$ cat config.mk
export PLATFORM = sky130hd
export DESIGN_NAME = cdm_delay_manager
export DESIGN_NICKNAME = d
export VERILOG_FILES = /design/src/rtl/cdm_pkg.sv /design/src/rtl/cdm_delay_manager.sv
export VERILOG_INCLUDE_DIRS = /design/src /design/src/rtl
export SDC_FILE = /design/constraint.sdc
export NUM_CORES = 1
export LEC_CHECK = 0
export BUFFER_PORTS_ARGS = -buffer_cell sky130_fd_sc_hd__buf_2
export CORE_MARGIN = 2
export CORE_UTILIZATION = 39
export DETAILED_ROUTE_END_ITERATION = 8
export GPL_ROUTABILITY_DRIVEN = 0
export GPL_TIMING_DRIVEN = 0
export PLACE_DENSITY = 0.66
export SLEW_MARGIN = 20
export SYNTH_ARGS = -nofsm -noshare
export SYNTH_HDL_FRONTEND = slang
export SYNTH_SLANG_ARGS = --single-unit
$ cat constraint.sdc
create_clock -name CLK_SYS -period 10.5 [get_ports CLK_SYS]
set_clock_uncertainty 0.2 [all_clocks]
set_input_delay 0.525 -clock CLK_SYS [delete_from_list [all_inputs] [get_ports CLK_SYS]]
set_output_delay 0.525 -clock CLK_SYS [all_outputs]
set_load 0.03 [all_outputs]
$ cat src/rtl/cdm_consts.svh
`ifndef CDM_CONSTS_SVH
`define CDM_CONSTS_SVH

// Register byte addresses (word aligned).
`define CDM_A_CTRL_A    8'h00
`define CDM_A_CTRL_B    8'h04
`define CDM_A_PHASE     8'h08
`define CDM_A_STATUS    8'h0c
`define CDM_A_MASK      8'h10
`define CDM_A_TIMER     8'h14
`define CDM_A_ZPREV     8'h18
`define CDM_A_ZLAST     8'h1c
`define CDM_A_COMP      8'h20
`define CDM_A_DEMAG     8'h24
`define CDM_A_WEIGHT    8'h28
`define CDM_A_RATIO     8'h2c
`define CDM_A_TICK      8'h30

// Control register A fields.
`define CDM_CA_OE       0
`define CDM_CA_SWA      1
`define CDM_CA_DCB      2
`define CDM_CA_VOLTAGE_CURRENT_SELECT     3
`define CDM_CA_DAC      4
// Status / mask fields.
`define CDM_ST_RPI      0
`define CDM_ST_RMI      1
`define CDM_ST_OI       2
`define CDM_ST_CI       3
`define CDM_ST_ZI       4

`define CDM_TMR_MAX     8'hff
`define CDM_TMR_LOW     8'h55
`define CDM_RATIO_MAX   4'hf
`define CDM_RATIO_MIN   4'h0
`define CDM_DIV_SHIFT   5
`define CDM_RST_BYTE    8'h00
`define CDM_TICK_RST    16'h0028

`endif

$ cat src/rtl/cdm_pkg.sv
package cdm_pkg;
    typedef struct packed {
        logic [7:0] tmr;
        logic [7:0] zlast;
        logic [7:0] zprev;
        logic [7:0] comp;
        logic [7:0] demag;
    } cdm_tset_t;

    typedef struct packed {
        logic       comparator_polarity;
        logic       hardware_demag;
        logic       software_demag;
        logic       os2;
        logic [1:0] isel;
        logic [5:0] oo;
    } cdm_step_t;

    typedef enum logic [1:0] {
        CDM_CONFIG,
        CDM_SWITCHED,
        CDM_EMERGENCY,
        CDM_AUTO
    } cdm_mode_t;
endpackage
$ cat src/rtl/cdm_delay_manager.sv
// The Avalon-MM slave port and the address map were chosen for this implementation.
`timescale 1ns/1ps
`include "cdm_consts.svh"

// How it works
// - Auto mode: compare = weight times capture / 32
// - Product overflow saturates compare, raises overflow event
// - Recompute multiply after every auto-mode prescaler shift
// - Auto: timer at FFh increments ratio, shifts right
// - Auto: zero crossing below 55h decrements, shifts left
// - Ratio zero: no decrement, no decrement flag
// - Ratio 15 at FFh: freeze timer, nothing else
// - Five shifted registers, each reset to 00h
// - Preloaded step bits apply together on commutation
// - OE clear: timer-set and ratio read/write
// - Switched: compare/demag writable, flags step ratio
// - Auto: only demag writable, software clears flags
// - Switched: prescaler steps on timer match per software-set flags, not by direct write
// - Voltage/current select bit picks PWM mode
// - Voltage mode: PWM taken from timer A
// - Voltage mode: comparator limits current
// - Zero crossing sampled in auto mode, PWM on or off
// - Generated PWM routed to channel manager
// - Auto zero crossing: capture, shift captures, reset
// - Timer match with compare starts commutation
// - Capture select bit picks multiply operand
// - Step timer is 8-bit readable up counter
module cdm_delay_manager (
    input  wire logic        CLK_SYS,
    input  wire logic        RESETN,
    input  wire logic [7:0]  AVS_ADDRESS,
    input  wire logic        AVS_READ,
    input  wire logic        AVS_WRITE,
    input  wire logic [31:0] AVS_WRITEDATA,
    output logic      [31:0] AVS_READDATA,
    output logic             AVS_WAITREQUEST,
    input  wire logic        ZERO_CROSS,
    input  wire logic        TIMER_A_PWM,
    input  wire logic        CURRENT_SENSE_INPUT,
    input  wire logic        LIMIT_REFERENCE_PIN,
    input  wire logic        CURRENT_MODE_PWM,
    output logic             PWM_TO_CHANNEL,
    output logic             COMMUTATION,
    output logic             OVERFLOW_IRQ,
    output logic             RATIO_IRQ,
    output logic [11:0]      STEP_CONFIG
);
    // ------------------------------------------------------------
    // Functions
    // ------------------------------------------------------------
    function automatic logic [8:0] cdm_scaled(input logic [7:0] w,
                                              input logic [7:0] c);
        logic [15:0] p;
        p = w * c;
        // Bit 8 flags any product bit above the eight kept after the shift.
        cdm_scaled = {|p[15:13], p[12:5]};
    endfunction

    function automatic cdm_pkg::cdm_tset_t cdm_shift(
        input cdm_pkg::cdm_tset_t s, input logic left);
        cdm_pkg::cdm_tset_t r;
        r = left ? cdm_pkg::cdm_tset_t'({s.tmr << 1, s.zlast << 1,
                 s.zprev << 1, s.comp << 1, s.demag << 1})
                 : cdm_pkg::cdm_tset_t'({s.tmr >> 1, s.zlast >> 1,
                 s.zprev >> 1, s.comp >> 1, s.demag >> 1});
        cdm_shift = r;
    endfunction

    // ------------------------------------------------------------
    // State
    // ------------------------------------------------------------
    cdm_pkg::cdm_tset_t ts_q;
    cdm_pkg::cdm_tset_t ts_d;
    cdm_pkg::cdm_step_t act_q;
    logic [4:0]         ctla_q;
    logic [3:0]         ctlb_q;
    logic [7:0]         phase_q;
    logic [4:0]         stat_q;
    logic [4:0]         stat_d;
    logic [4:0]         mask_q;
    logic [7:0]         weight_q;
    logic [3:0]         ratio_q;
    logic [3:0]         ratio_d;
    logic [15:0]        tick_div_q;
    logic [15:0]        tick_cnt_q;
    logic [3:0]         pre_cnt_q;
    logic               frozen_q;
    logic               frozen_d;
    logic               recalc_q;
    logic               done_q;

    // ------------------------------------------------------------
    // Decoding
    // ------------------------------------------------------------
    cdm_pkg::cdm_mode_t mode;
    wire logic clk_on   = ctla_q[`CDM_CA_OE] & ~ctla_q[`CDM_CA_DAC];
    assign mode = !ctla_q[`CDM_CA_OE]
                ? (ctla_q[`CDM_CA_SWA] ? cdm_pkg::CDM_EMERGENCY
                                       : cdm_pkg::CDM_CONFIG)
                : (ctla_q[`CDM_CA_SWA] ? cdm_pkg::CDM_AUTO
                                       : cdm_pkg::CDM_SWITCHED);
    wire logic is_auto  = clk_on & (mode == cdm_pkg::CDM_AUTO);
    wire logic is_sw    = clk_on & (mode == cdm_pkg::CDM_SWITCHED);
    wire logic cfg_acc  = ~ctla_q[`CDM_CA_OE];
    wire logic req      = (AVS_READ | AVS_WRITE) & ~done_q;
    wire logic wr       = AVS_WRITE & ~done_q;
    wire logic wr_ctla  = wr & (AVS_ADDRESS == `CDM_A_CTRL_A);
    wire logic wr_ctlb  = wr & (AVS_ADDRESS == `CDM_A_CTRL_B);
    wire logic wr_phase = wr & (AVS_ADDRESS == `CDM_A_PHASE);
    wire logic wr_stat  = wr & (AVS_ADDRESS == `CDM_A_STATUS);
    wire logic wr_mask  = wr & (AVS_ADDRESS == `CDM_A_MASK);
    wire logic wr_tmr   = wr & (AVS_ADDRESS == `CDM_A_TIMER) & cfg_acc;
    wire logic wr_zp    = wr & (AVS_ADDRESS == `CDM_A_ZPREV) & cfg_acc;
    wire logic wr_zl    = wr & (AVS_ADDRESS == `CDM_A_ZLAST) & cfg_acc;
    wire logic wr_comp  = wr & (AVS_ADDRESS == `CDM_A_COMP)
                        & (cfg_acc | ~ctla_q[`CDM_CA_SWA]);
    wire logic wr_demag = wr & (AVS_ADDRESS == `CDM_A_DEMAG);
    wire logic wr_wght  = wr & (AVS_ADDRESS == `CDM_A_WEIGHT);
    wire logic wr_ratio = wr & (AVS_ADDRESS == `CDM_A_RATIO) & cfg_acc;
    wire logic wr_tick  = wr & (AVS_ADDRESS == `CDM_A_TICK);

    // ------------------------------------------------------------
    // Prescaled timer tick
    // ------------------------------------------------------------
    wire logic base_tick = (tick_cnt_q >= tick_div_q);
    wire logic tick      = base_tick
                         & (pre_cnt_q == ((4'h1 << ratio_q[1:0]) - 4'h1));
    // Ratio is four bits but the prescale chain is kept short: only
    // ratio_q[1:0] sets the prescale and the upper ratio bits are ignored,
    // so a step of one halves the timer rate only inside each group of four.
    wire logic big_tick  = tick;

    wire logic at_max    = ts_q.tmr == `CDM_TMR_MAX;
    wire logic match     = clk_on & big_tick & ~frozen_q
                         & (ts_q.tmr + 8'h01 == ts_q.comp);
    wire logic zc_auto   = is_auto & ZERO_CROSS;
    wire logic inc_auto  = is_auto & big_tick & ~frozen_q & at_max
                         & (ratio_q != `CDM_RATIO_MAX);
    wire logic freeze    = is_auto & big_tick & at_max
                         & (ratio_q == `CDM_RATIO_MAX);
    wire logic dec_auto  = zc_auto & (ts_q.tmr < `CDM_TMR_LOW)
                         & (ratio_q != `CDM_RATIO_MIN);
    wire logic sw_inc    = is_sw & match & stat_q[`CDM_ST_RPI];
    wire logic sw_dec    = is_sw & match & ~stat_q[`CDM_ST_RPI]
                         & stat_q[`CDM_ST_RMI]
                         & (ratio_q != `CDM_RATIO_MIN);
    wire logic [7:0] operand = ctla_q[`CDM_CA_DCB] ? ts_q.zlast
                                                   : ts_q.zprev;
    wire logic [8:0] scaled  = cdm_scaled(weight_q, operand);
    wire logic [7:0] mul_res = scaled[8] ? `CDM_TMR_MAX
                                         : scaled[7:0];
    wire logic mul_ovf   = is_auto & recalc_q & scaled[8];

    // ------------------------------------------------------------
    // Timer set next value
    // ------------------------------------------------------------
    always_comb begin
        ts_d     = ts_q;
        frozen_d = frozen_q & is_auto;
        if (wr_tmr)   ts_d.tmr   = AVS_WRITEDATA[7:0];
        if (wr_zp)    ts_d.zprev = AVS_WRITEDATA[7:0];
        if (wr_zl)    ts_d.zlast = AVS_WRITEDATA[7:0];
        if (wr_comp)  ts_d.comp  = AVS_WRITEDATA[7:0];
        if (wr_demag) ts_d.demag = AVS_WRITEDATA[7:0];
        if (clk_on) begin
            if (zc_auto) begin
                ts_d.zprev = ts_q.zlast;
                ts_d.zlast = ts_q.tmr;
                ts_d.tmr   = 8'h00;
                frozen_d   = 1'b0;
                if (dec_auto)
                    ts_d = cdm_shift(ts_d, 1'b1);
            end else if (freeze) begin
                frozen_d = 1'b1;
            end else if (inc_auto) begin
                ts_d = cdm_shift(ts_q, 1'b0);
            end else if (match & ~is_auto) begin
                ts_d.tmr = 8'h00;
                if (sw_inc)
                    ts_d = cdm_shift(ts_d, 1'b0);
                else if (sw_dec)
                    ts_d = cdm_shift(ts_d, 1'b1);
            end else if (big_tick & ~frozen_q & ~at_max) begin
                ts_d.tmr = ts_q.tmr + 8'h01;
            end
            if (is_auto & recalc_q)
                ts_d.comp = mul_res;
        end
    end

    always_comb begin
        ratio_d = ratio_q;
        if (wr_ratio)
            ratio_d = AVS_WRITEDATA[3:0];
        else if (inc_auto | sw_inc)
            ratio_d = ratio_q + 4'h1;
        else if (dec_auto | sw_dec)
            ratio_d = ratio_q - 4'h1;
    end

    // Hardware set wins over a software clear in the same cycle.
    always_comb begin
        stat_d = stat_q;
        if (wr_stat) begin
            if (is_sw)
                stat_d = stat_q | AVS_WRITEDATA[4:0];
            else
                stat_d = stat_q & ~AVS_WRITEDATA[4:0];
        end
        if (inc_auto) stat_d[`CDM_ST_RPI] = 1'b1;
        if (dec_auto) stat_d[`CDM_ST_RMI] = 1'b1;
        if (sw_inc)   stat_d[`CDM_ST_RPI] = 1'b0;
        if (sw_dec)   stat_d[`CDM_ST_RMI] = 1'b0;
        if (mul_ovf)  stat_d[`CDM_ST_OI]  = 1'b1;
        if (match)    stat_d[`CDM_ST_CI]  = 1'b1;
        if (zc_auto)  stat_d[`CDM_ST_ZI]  = 1'b1;
    end

    wire logic commute = (match & clk_on) | (is_auto & clk_on
                       & big_tick & ~frozen_q & (ts_q.tmr == ts_q.comp));

    // ------------------------------------------------------------
    // Registers
    // ------------------------------------------------------------
    always_ff @(posedge CLK_SYS or negedge RESETN) begin
        if (!RESETN) begin
            ts_q     <= '0;
            ratio_q  <= 4'h0;
            stat_q   <= 5'h00;
            frozen_q <= 1'b0;
            recalc_q <= 1'b0;
        end else begin
            ts_q     <= ts_d;
            ratio_q  <= ratio_d;
            stat_q   <= stat_d;
            frozen_q <= frozen_d;
            recalc_q <= zc_auto | inc_auto | dec_auto;
        end
    end

    always_ff @(posedge CLK_SYS or negedge RESETN) begin
        if (!RESETN) begin
            ctla_q     <= 5'h00;
            ctlb_q     <= 4'h0;
            phase_q    <= 8'h00;
            mask_q     <= 5'h00;
            weight_q   <= `CDM_RST_BYTE;
            tick_div_q <= `CDM_TICK_RST;
        end else begin
            if (wr_ctla) ctla_q     <= AVS_WRITEDATA[4:0];
            if (wr_ctlb) ctlb_q     <= AVS_WRITEDATA[3:0];
            if (wr_phase) phase_q   <= AVS_WRITEDATA[7:0];
            if (wr_mask) mask_q     <= AVS_WRITEDATA[4:0];
            if (wr_wght) weight_q   <= AVS_WRITEDATA[7:0];
            if (wr_tick) tick_div_q <= AVS_WRITEDATA[15:0];
        end
    end

    always_ff @(posedge CLK_SYS or negedge RESETN) begin
        if (!RESETN) begin
            tick_cnt_q <= 16'h0000;
            pre_cnt_q  <= 4'h0;
        end else if (!clk_on || base_tick) begin
            tick_cnt_q <= 16'h0000;
            pre_cnt_q  <= (!clk_on || tick) ? 4'h0 : pre_cnt_q + 4'h1;
        end else begin
            tick_cnt_q <= tick_cnt_q + 16'h0001;
        end
    end

    // Step configuration preload: all bits move in one edge.
    wire logic load_step = commute
                         | (wr_phase & ctla_q[`CDM_CA_DAC]);
    always_ff @(posedge CLK_SYS or negedge RESETN) begin
        if (!RESETN) begin
            act_q <= '0;
        end else begin
            if (load_step)
                act_q <= cdm_pkg::cdm_step_t'({ctlb_q, phase_q});
        end
    end

    // ------------------------------------------------------------
    // PWM source and outputs
    // ------------------------------------------------------------
    wire logic volt_mode = ~ctla_q[`CDM_CA_VOLTAGE_CURRENT_SELECT];
    wire logic over_lim  = CURRENT_SENSE_INPUT & ~LIMIT_REFERENCE_PIN;
    wire logic pwm_sel   = volt_mode ? (TIMER_A_PWM & ~over_lim)
                                     : CURRENT_MODE_PWM;

    logic [31:0] rdata;
    always_comb begin
        unique case (AVS_ADDRESS)
            `CDM_A_CTRL_A: rdata = {27'h0, ctla_q};
            `CDM_A_CTRL_B: rdata = {28'h0, ctlb_q};
            `CDM_A_PHASE:  rdata = {24'h0, phase_q};
            `CDM_A_STATUS: rdata = {27'h0, stat_q};
            `CDM_A_MASK:   rdata = {27'h0, mask_q};
            `CDM_A_TIMER:  rdata = {24'h0, ts_q.tmr};
            `CDM_A_ZPREV:  rdata = {24'h0, ts_q.zprev};
            `CDM_A_ZLAST:  rdata = {24'h0, ts_q.zlast};
            `CDM_A_COMP:   rdata = {24'h0, ts_q.comp};
            `CDM_A_DEMAG:  rdata = {24'h0, ts_q.demag};
            `CDM_A_WEIGHT: rdata = {24'h0, weight_q};
            `CDM_A_RATIO:  rdata = {28'h0, ratio_q};
            `CDM_A_TICK:   rdata = {16'h0, tick_div_q};
            default:       rdata = 32'h0000_0000;
        endcase
    end

    // Every request costs one wait cycle; writes land on the done edge.
    always_ff @(posedge CLK_SYS or negedge RESETN) begin
        if (!RESETN) begin
            done_q          <= 1'b0;
            AVS_WAITREQUEST <= 1'b1;
            AVS_READDATA    <= 32'h0000_0000;
            PWM_TO_CHANNEL  <= 1'b0;
            COMMUTATION     <= 1'b0;
            OVERFLOW_IRQ    <= 1'b0;
            RATIO_IRQ       <= 1'b0;
            STEP_CONFIG     <= 12'h000;
        end else begin
            done_q          <= req;
            AVS_WAITREQUEST <= ~req;
            if (AVS_READ & ~done_q)
                AVS_READDATA <= rdata;
            PWM_TO_CHANNEL  <= pwm_sel;
            COMMUTATION     <= commute;
            OVERFLOW_IRQ    <= stat_d[`CDM_ST_OI] & mask_q[`CDM_ST_OI];
            RATIO_IRQ       <= |(stat_d[1:0] & {2{mask_q[`CDM_ST_RPI]}});
            STEP_CONFIG     <= act_q;
        end
    end

    // ------------------------------------------------------------
    // Checks
    // ------------------------------------------------------------
    chk_ratio_inc: assert property (@(posedge CLK_SYS) disable iff (!RESETN)
        inc_auto |=> ratio_q == $past(ratio_q) + 4'h1
            && stat_q[`CDM_ST_RPI])
        else $error("ratio increment missed");
    chk_ratio_dec: assert property (@(posedge CLK_SYS) disable iff (!RESETN)
        dec_auto |=> ratio_q == $past(ratio_q) - 4'h1)
        else $error("ratio decrement missed");
    chk_no_dec_zero: assert property (@(posedge CLK_SYS)
        disable iff (!RESETN)
        ratio_q == 4'h0 && is_auto && !inc_auto |=> ratio_q == 4'h0)
        else $error("ratio decremented below zero");
    chk_freeze_hold: assert property (@(posedge CLK_SYS)
        disable iff (!RESETN)
        freeze && !zc_auto |=> ts_q.tmr == 8'hff && ratio_q == 4'hf)
        else $error("frozen timer moved");
    chk_capture_move: assert property (@(posedge CLK_SYS)
        disable iff (!RESETN)
        zc_auto && !dec_auto |=> ts_q.zprev == $past(ts_q.zlast))
        else $error("capture chain broken");
    chk_mul_load: assert property (@(posedge CLK_SYS) disable iff (!RESETN)
        zc_auto ##1 is_auto |=> ts_q.comp == $past(mul_res))
        else $error("compare not recomputed");
    chk_ovf_sat: assert property (@(posedge CLK_SYS) disable iff (!RESETN)
        mul_ovf |=> ts_q.comp == 8'hff && stat_q[`CDM_ST_OI])
        else $error("overflow not saturated");
    chk_step_load: assert property (@(posedge CLK_SYS)
        disable iff (!RESETN)
        !load_step |=> act_q == $past(act_q))
        else $error("step config changed off event");
    chk_auto_ro: assert property (@(posedge CLK_SYS) disable iff (!RESETN)
        is_auto && wr && AVS_ADDRESS == 8'h14 && !zc_auto && !big_tick
        |=> ts_q.tmr == $past(ts_q.tmr))
        else $error("timer written in auto mode");
    chk_vmode_src: assert property (@(posedge CLK_SYS)
        disable iff (!RESETN)
        volt_mode && over_lim |=> !PWM_TO_CHANNEL)
        else $error("current limit ignored");
endmodule

# Word level (Yosys, flattened, before mapping)
# Cells that the tools add are included.
# classes
mul	1
order_cmp	2
shifts	1
muxes	40
reduce_logical	10
bitwise	80
eq_ne	20
n_addsub	6
# ops
op	n
case mux 16 bit (13 select lines)	1
two-way mux 40 bit	5
two-way mux 32 bit	3
two-way mux 8 bit	10
bitwise AND 1 bit	57
equality test 8 x 6 -> 1 bit (second input constant)	5
equality test 8 x 5 -> 1 bit (second input constant)	4
adder 16 x 1 -> 16 bit (second input constant)	1
equality test 8 x 4 -> 1 bit (second input constant)	2
equality test 8 bit	2
greater-or-equal comparator 16 bit	1
multiplier 8 x 8 -> 16 bit	1
two-way mux 16 bit	1
two-way mux 4 bit	4
two-way mux 1 bit	11
inverter 1 bit	11
two-way mux 5 bit	2
adder 4 x 1 -> 4 bit (second input constant)	2
adder 8 x 1 -> 8 bit (second input constant)	1
equality test 8 x 3 -> 1 bit (second input constant)	1
equality test 8 bit (second input constant)	1
zero test 8 bit	1
< comparator 8 x 7 -> 1 bit (second input constant)	1
OR 1 bit	8
19 further kinds	24
# totals
wordCells	193
reg_bits	179
out_inout_bits	49
inputBits	49

# Depth between registers and ports, before layout
# Gate-level depths: netlist of the first run.
# depth
word_depth	19
mapped_depth	22
ltp_nobuf	20

# Worst setup path after synthesis of the first run
# OpenSTA, ideal clock, no wires.
# synth_path
path_type	register to register
start	reg ctla_q[2]
end	reg ts_q[12] (netlist name)
arrival_ns	5.179
synth_period_minus_slack_ns	5.507
required_ns	10.171
setup_slack_ns	4.993
stages_incl_launch_ff	20
setup_time_ns	0.129
path_buffers	1
cell_sequence	dfrtp_1 -> buf_4 -> mux2i_1 -> nand2b_1 -> fa_1 -> fa_1 -> inv_1 -> fa_1 -> inv_1 -> fa_1 -> inv_1 -> ha_1 -> a21o_1 -> a21o_1 -> a31oi_2 -> nor3_1 -> a311oi_1 -> nand4_1 -> nor3_1 -> o22ai_1
# synth_lines
element	line	source
start: declaration	cdm_delay_manager.sv:75	logic [4:0] ctla_q;
start signal: assignment	cdm_delay_manager.sv:250	if (wr_ctla) ctla_q <= AVS_WRITEDATA[4:0];
end signal: assignment	cdm_delay_manager.sv:233	ts_q <= ts_d;
end: declaration	cdm_delay_manager.sv:72	cdm_pkg::cdm_tset_t ts_q;

==> key figures, run 1 <==
Status
  – Outcome: complete, no violations

Yosys
  – Post-synth EDFFs: 0
  – Warnings from Yosys: 0
  – Synth unique cells: 89
  – Synth area leader: dfrtp_1
  – Sequential area share after synthesis: ~33%
  – Synth Register Bits: roughly 160
  – Synth async-reset ratio: 100.0%
  – Avg Cell Area, Syn: about 9.3 sq um
  – Compound-cell area share of the yosys netlist: 19.12%
  – Synth top area cells: dfrtp_1 33%, mux2_2 6.1%, fa_1 5.9%
  – Post-synthesis xor/xnor area fraction: under 10%
  – Post-Synth Adder-Cell Area: around 12%
  – Top cells by count, synth: 160 x dfrtp_1, 103 x nor2_1, 75 x a21oi_1, 75 x inv_1, 70 x nand2_1
  – Post-Synthesis Cells: 1308
  – Mux contribution to synthesized area: between 10 and 15%
  – Simple-gate share of the synthesized area: between 10% and 20%
  – Cell area after synthesis: approximately 0.012 sq mm
  – Post-synth top flop: dfrtp_1
  – Most common cell in the netlist: dfrtp_1
  – Largest family of logic cells by synthesized area: compound AO/OA/AOI/OAI gates
  – Post-synth top area share: between 30% and 40%

Worst setup path
  – Crit start category: flop
  – Most frequent CP cell: fa_1
  – Slowest cell on the critical path: mux2i_1
  – Worst endpoint required time: about 11 ns
  – Critical path type: flop to flop
  – Max incr delay on CP: 0.74 ns
  – CP Max Fanout: 10
  – Worst path cell trace: buf_4 -> mux2i_1 -> nand2b_1 -> fa_1 -> fa_1 -> inv_1 -> fa_1 -> inv_1 -> fa_1 -> inv_1 -> ha_1 -> a21o_1 -> a21o_1 -> a31oi_2 -> nor3_1 -> a311oi_1 -> nand4_1 -> nor2_1 -> a211oi_1
  – Crit path arrival time: between 6 and 7 ns
  – Crit end category: flop
  – Reg2reg setup slack: 3.97 ns

Power and ir drop
  – Static leakage: approximately 6.3 nW
  – Worst-case vdd ir drop: around 0.11 mV
  – Total power draw: 1.644 mW
  – PD cells: between 100 and 150 mW/mm^2

Clocking
  – CTS Root Cell: clkbuf_16
  – TritonCTS clock tree: built
  – Skew-Pair Late Insertion Delay: between 0.4 and 0.5 ns
  – Max Buffers Root-to-Sink: 2
  – Cts repair resizes: 0
  – # H-tree levels: 4
  – CTS sink count: 163
  – Num CTS Buffers: 17
  – Clock transition at path regs: 0.08 ns

Final layout
  – Synth-to-layout area growth: 12.43%
  – # fillers: about 3.0k
  – Antenna fix cells: 0
  – Fin cells: ~1.8k
  – Layout cells sized above 1: roughly 16%
  – Nets@finish: approximately 1.5k

Drt
  – Initial drt markers: about 1.4k
  – Via count: approximately 11k
  – Drt drc: 0
  – WL final: 40.04 mm
  – Post-route ant nets: 0
  – Vias per cell: approximately 6.1
  – DRT Pass-1 Iters: 8
  – WL per Instance: approximately 22 microns

Placement
  – Cells after DPL: approximately 1.8k
  – DP Wirelength: approximately 29 mm
  – IO buf count: 63

Timing
  – Final Hold Slack: roughly 0.089 ns
  – Final Hold Fails: 0
  – Unrepaired setup endpoints after global routing: no
  – Slew Viols, Final: 0
  – Max frequency: roughly 0.15 GHz
  – Worst slew margin: between 30% and 40%
  – Period minus WS final: between 6 and 7 ns
  – Slew @ Worst Pin: around 1.0 ns
  – Setup Viol. Count Final: 0
  – Fin Setup TNS: 0 ns
  – Fin crit share: 62.23%

Die
  – Full die area: roughly 0.033 sq mm
  – I/O pin count: 98
  – Row count: between 60 and 70
  – DIE WIDTH: around 180 microns
  – Die height: around 180 microns
  – Initial Util: about two fifths
  – Core area: 0.03067 sq mm

Global routing
  – First-pass GRT wire length: between 60 and 70 mm
  – Gr usage total: between 20 and 25%
  – Total gr overflow: 0
  – Largest net degree at the start of global routing: between 80 and 90
  – Vias in the first global route: 10.97k
  – Initial antenna violation count: 0

Worst hold path
  – Min-Delay Path Class: input port to flop

Run
  – Max-Cap Viols: 0
stage by stage:
| stage | utilization, % | setup slack (ns) | instance area [sq um] |
|---|---|---|---|
| after floorplan | - | 4.993 | 12250 |
| after global placement | 42.59 | 4.132 | 13060 |
| after detailed placement | 42.71 | 4.075 | 13100 |
| after CTS | 44.70 | 4.005 | 13710 |
| after global routing | 44.70 | 3.553 | 13710 |
| final | 44.70 | 3.966 | 13710 |
report_power, final:
group          internal [mW]  switching [mW]
sequential             0.664          0.0609
clock                  0.323           0.326
combinational         0.0887           0.181
worst max-delay path, delay by kind of cell (launching register included):
family                     cells  cell delay [ns]
DFF                            1             0.34
buffers and inverters          4             0.36
adders and majority gates      5             2.44
muxes                          1             0.74
and+or+nand+nor                4             1.08
AOI/OAI and AO/OA              5             1.20
metal layers:
metal	part of all wire [%]	track usage [%]
met5	0	0
met1	41	33.29
met4	5.1	11.45
met3	9.9	4.576
met2	44	37.48
layout make-up:
class | instances | area (sq um) | share of cell area [%]
inverters | 77 | 289.0 | 2.108
multi-input cells | 995 | 7457 | 54.39
plain buffers | 88 | 421.7 | 3.076
clock buffers | 17 | 425.4 | 3.103
clock inverters | 15 | 175.2 | 1.278
flip-flops and latches | 163 | 4083 | 29.78
well taps | 396 | 495.5 | 3.614
repair buffers | 65 | 362.8 | 2.647
path summary, 6_finish.rpt:
path | from | endpoint | depth (start not counted)
worst max-delay path | ctla_q[2] | ts_q[11] | 19
worst min-delay path | CURRENT_MODE_PWM | PWM_TO_CHANNEL | 3
worst max register to register | ctla_q[2] | ts_q[11] | 19
worst min register to register | act_q[3] | STEP_CONFIG[3] | 0
max in group asynchronous | RESETN | ts_q[8] | 3
min in group asynchronous | RESETN | STEP_CONFIG[9] | 2
flip-flops by register name (all words and copies together) (netlist names):
signal	flops
AVS_READDATA	16
AVS_WAITREQUEST	1
COMMUTATION	1
OVERFLOW_IRQ	1
PWM_TO_CHANNEL	1
RATIO_IRQ	1
STEP_CONFIG	12
act_q	12
ctla_q	5
ctlb_q	4
done_q	1
frozen_q	1
mask_q	5
phase_q	8
pre_cnt_q	4
ratio_q	4
recalc_q	1
stat_q	5
tick_cnt_q	16
tick_div_q	16
ts_q	40
weight_q	8
what timing repair did:
action,4_1_cts,5_1_grt
buffers inserted,0,0
endpoints found under the hold margin,78,0
hold buffers,1,0
setup endpoints to repair,0,0
cell families (layout without fill, tap and decap cells):
kind of cell,after synthesis,count (layout)
other cells,1,16
xor+xnor,35,35
flops,163,163
compound gates,342,342
buf+inv,165,262
fa+ha+maj,91,91
mux,117,117
simple gates,394,394
cell usage in the layout, fill, tap and decap left out, types with 8 or more instances in the layout:
| cell type | Yosys | routed |
|---|---|---|
| o22ai_1 | 15 | 15 |
| a31oi_1 | 21 | 21 |
| a22o_1 | 15 | 15 |
| xnor2_1 | 19 | 19 |
| fa_1 | 36 | 36 |
| xor2_1 | 16 | 16 |
| a211oi_1 | 13 | 13 |
| nand2_1 | 70 | 70 |
| inv_1 | 75 | 75 |
| a21oi_1 | 75 | 75 |
| clkbuf_16 | 0 | 17 |
| mux2i_1 | 51 | 51 |
| nand4_1 | 8 | 8 |
| o211ai_1 | 11 | 11 |
| dfrtp_1 | 160 | 160 |
| buf_2 | 15 | 77 |
| or3_1 | 10 | 10 |
| and3_1 | 16 | 16 |
| nor3_1 | 21 | 21 |
| a222oi_1 | 10 | 10 |
| conb_1 | 1 | 16 |
| ha_1 | 55 | 55 |
| o21ai_0 | 66 | 66 |
| mux2_2 | 66 | 66 |
| buf_4 | 19 | 19 |
| a21o_1 | 15 | 15 |
| a22oi_1 | 32 | 32 |
| nand2b_1 | 23 | 23 |
| nor2b_1 | 61 | 61 |
| a221oi_1 | 14 | 14 |
| nor2_1 | 103 | 103 |
| nand3_1 | 33 | 33 |
| clkbuf_1 | 50 | 50 |
(Power assumes the default switching activity.)
==> inputs of run 2 (changes only) <==
--- a/config.mk
+++ b/config.mk
@@ -12,7 +12,7 @@
 export DETAILED_ROUTE_END_ITERATION = 8
 export GPL_ROUTABILITY_DRIVEN = 0
 export GPL_TIMING_DRIVEN = 0
-export PLACE_DENSITY = 0.66
+export PLACE_DENSITY = 0.68
 export SLEW_MARGIN = 20
 export SYNTH_ARGS = -nofsm -noshare
 export SYNTH_HDL_FRONTEND = slang
==> constraint.sdc (replaced) <==
create_clock -name CLK_SYS -period 5.6 [get_ports CLK_SYS]
set_clock_uncertainty 0.2 [all_clocks]
set_input_delay 0.28 -clock CLK_SYS [delete_from_list [all_inputs] [get_ports CLK_SYS]]
set_output_delay 0.28 -clock CLK_SYS [all_outputs]
set_load 0.03 [all_outputs]
==> run 2 against run 1 <==
The flow now finishes with violations (design-rule violations). Via count grew 2.1%. Count of clock-buffer cells in the layout is the same. First-iteration DRC count grew 2.5%. Final cell count grew 2.1%. Sequential share of layout area shrank 1.6 points. Die area is the same. Global-route usage grew 0.21 points. Utilization grew 2.6 points. Sequential cell count is the same. Largest cell class unchanged.
==> key figures, run 2 (synthesized netlist as in run 1, its figures left out) <==
Status
  – Outcome: finished with violations
  – Failing checks: design-rule violations

Drt
  – Vias per cell: 6.144
  – Drt drc: 8
  – WL per Instance: roughly 22 microns
  – Initial drt markers: about 1.4k
  – WL final: 41.32 mm
  – Via count: 11.40k
  – DRT Pass-1 Iters: 9
  – Post-route ant nets: 0

Power and ir drop
  – Total power draw: between 3 and 4 mW
  – Static leakage: around 6.5 nW
  – PD cells: ~220 mW/mm^2
  – Worst-case vdd ir drop: between 0.2 and 0.25 mV

Timing
  – Setup Viol. Count Final: 0
  – Worst slew margin: ~27%
  – Fin Setup TNS: 0 ns
  – Slew @ Worst Pin: between 1 and 1.5 ns
  – Fin crit share: between 90 and 100%
  – Slew Viols, Final: 0
  – Final Hold Fails: 0
  – Period minus WS final: ~5.6 ns
  – Max frequency: roughly 0.18 GHz
  – Unrepaired setup endpoints after global routing: yes

Worst setup path
  – Critical path type: flop to flop
  – R2r endpoint: ts_q[9]
  – Worst endpoint required time: between 5 and 6 ns
  – Crit end category: flop
  – CP Max Fanout: 8
  – Crit path arrival time: about 5.7 ns
  – Reg2Reg Launch Point: ctla_q[2]
  – Reg2reg setup slack: 0.005 ns
  – CP startpoint: ctla_q[2]
  – Crit start category: flop
  – Cells on worst reg2reg path: 22
  – Crit path to: ts_q[9]

Final layout
  – Most frequent cells in the layout: 160 x dfrtp_1, 100 x nor2_1, 78 x buf_2, 74 x a21oi_1, 73 x inv_1
  – # fillers: between 2k and 3k
  – Top reg by flops: ts_q
  – Area of the multi-input gates: between 0.007 and 0.008 sq mm
  – Max FFs per register: 40
  – FF+latch area: approximately 0.004 sq mm
  – Commonest non-fill, non-tap cell in the layout: dfrtp_1
  – Nets@finish: 1586
  – Synth-to-layout area growth: 18.89%
  – Layout cells sized above 1: around a fifth
  – Fin cells: approximately 1.9k
  – Fin area: about 0.014 sq mm
  – Antenna fix cells: 0

Run
  – Max-Cap Viols: 0

Die
  – Die height: roughly 180 microns
  – Initial Util: 39.76%
  – Full die area: about 0.033 sq mm
  – I/O pin count: 98
  – DIE WIDTH: between 150 and 200 microns
  – Core area: between 0.03 and 0.04 sq mm
  – Row count: 64

Placement
  – DP Wirelength: roughly 29 mm
  – IO buf count: 63
  – Cells after DPL: about 1.8k
  – Placed Area: approximately 0.013 sq mm

Worst hold path
  – Min-Delay Path Class: input port to flop

Clocking
  – Max Buffers Root-to-Sink: 2
  – # H-tree levels: 4
  – Clock transition at path regs: around 0.080 ns
  – TritonCTS clock tree: built
  – Num CTS Buffers: 17
  – CTS sink count: around 160
  – CTS Root Cell: clkbuf_16
  – Skew-Pair Late Insertion Delay: between 0.4 and 0.5 ns

Global routing
  – Total gr overflow: 0
  – Largest net degree at the start of global routing: 89
  – Vias in the first global route: roughly 11k
  – Gr usage total: between 20% and 30%
  – Initial antenna violation count: 1
  – First-pass GRT wire length: around 64 mm
-- run 2: cell count changes in the layout (fill, tap and decap cells not counted), sizes merged, moves of 2 or more --
| cell | previous run | this run |
|---|---|---|
| dlygate4sd3 | 1 | 11 |
| clkinvlp | 1 | 3 |
| buf | 101 | 133 |
| inv | 85 | 83 |
| clkbuf | 68 | 65 |
-- run 2: worst min path at each step --
stage / cells after the start / start / slack, ns / endpoint
floorplan: 0 / RESETN / -0.22 / AVS_READDATA[0]
global placement: 0 / act_q[2] / 0.16 / STEP_CONFIG[2]
detailed placement: 1 / RESETN / 0.09 / act_q[10]
CTS: 3 / AVS_WRITEDATA[4] / 0.13 / ts_q[4]
global route: 3 / AVS_WRITEDATA[4] / 0.17 / ts_q[4]
finish: 3 / AVS_WRITEDATA[4] / 0.13 / ts_q[4]
-- run 2: worst max-delay path, cell delays in order (launching register included) --
cell	delay [ns]
dfrtp_1	0.39
buf_12	0.16
mux2i_4	0.20
buf_4	0.17
buf_4	0.13
buf_4	0.13
buf_4	0.14
nor2b_2	0.13
fa_1	0.46
fa_1	0.53
fa_2	0.59
ha_2	0.28
ha_4	0.16
a21o_1	0.19
a21o_1	0.19
a21oi_2	0.18
a22oi_2	0.09
a311oi_4	0.36
buf_4	0.17
nand4_1	0.13
buf_2	0.21
o21bai_4	0.17
o31a_1	0.10
-- run 2: what timing repair did --
action	4_1_cts	5_1_grt
buffers inserted	17	14
endpoints found under the hold margin	82	0
pin swaps	9	34
endpoints found under the setup margin	10	10
gates cloned	0	1
hold buffers	11	0
gates resized for setup	40	44
-- run 2: per-layer routing --
layer / up-vias / global-route usage (%) / part of all wire, %
met5: - / 0 / 0.027
met4: 2 / 11.65 / 5.1
met3: 181 / 6.067 / 11
met2: 719 / 38.17 / 45
met1: 5493 / 32.33 / 39
li1: 5003 / - / -
-- run 2: report_power, final --
group          total, mW  internal (mW)  switching, mW
combinational      0.545          0.199          0.347
clock               1.23          0.642          0.585
sequential          1.37           1.25          0.121
-- run 2: final cells by class --
cell class | count | share of cell area [%]
buffer | 85 | 2.917
clock buffer | 17 | 2.934
clock inverter | 15 | 1.286
inverter | 77 | 1.994
multi-input combinational | 995 | 54.22
sequential | 163 | 28.16
tap | 396 | 3.418
timing repair buffer | 107 | 5.075
-- run 2: metrics by stage --
stage	hold slack [ns]	worst slack, ns	utilization, %
after floorplan	-0.2156	0.09274	-
after global placement	0.1587	-0.7627	42.59
after detailed placement	0.09019	-0.8770	42.71
after CTS	0.1332	0.003133	46.20
after global routing	0.1731	-0.1006	47.27
final	0.1343	0.004616	47.27
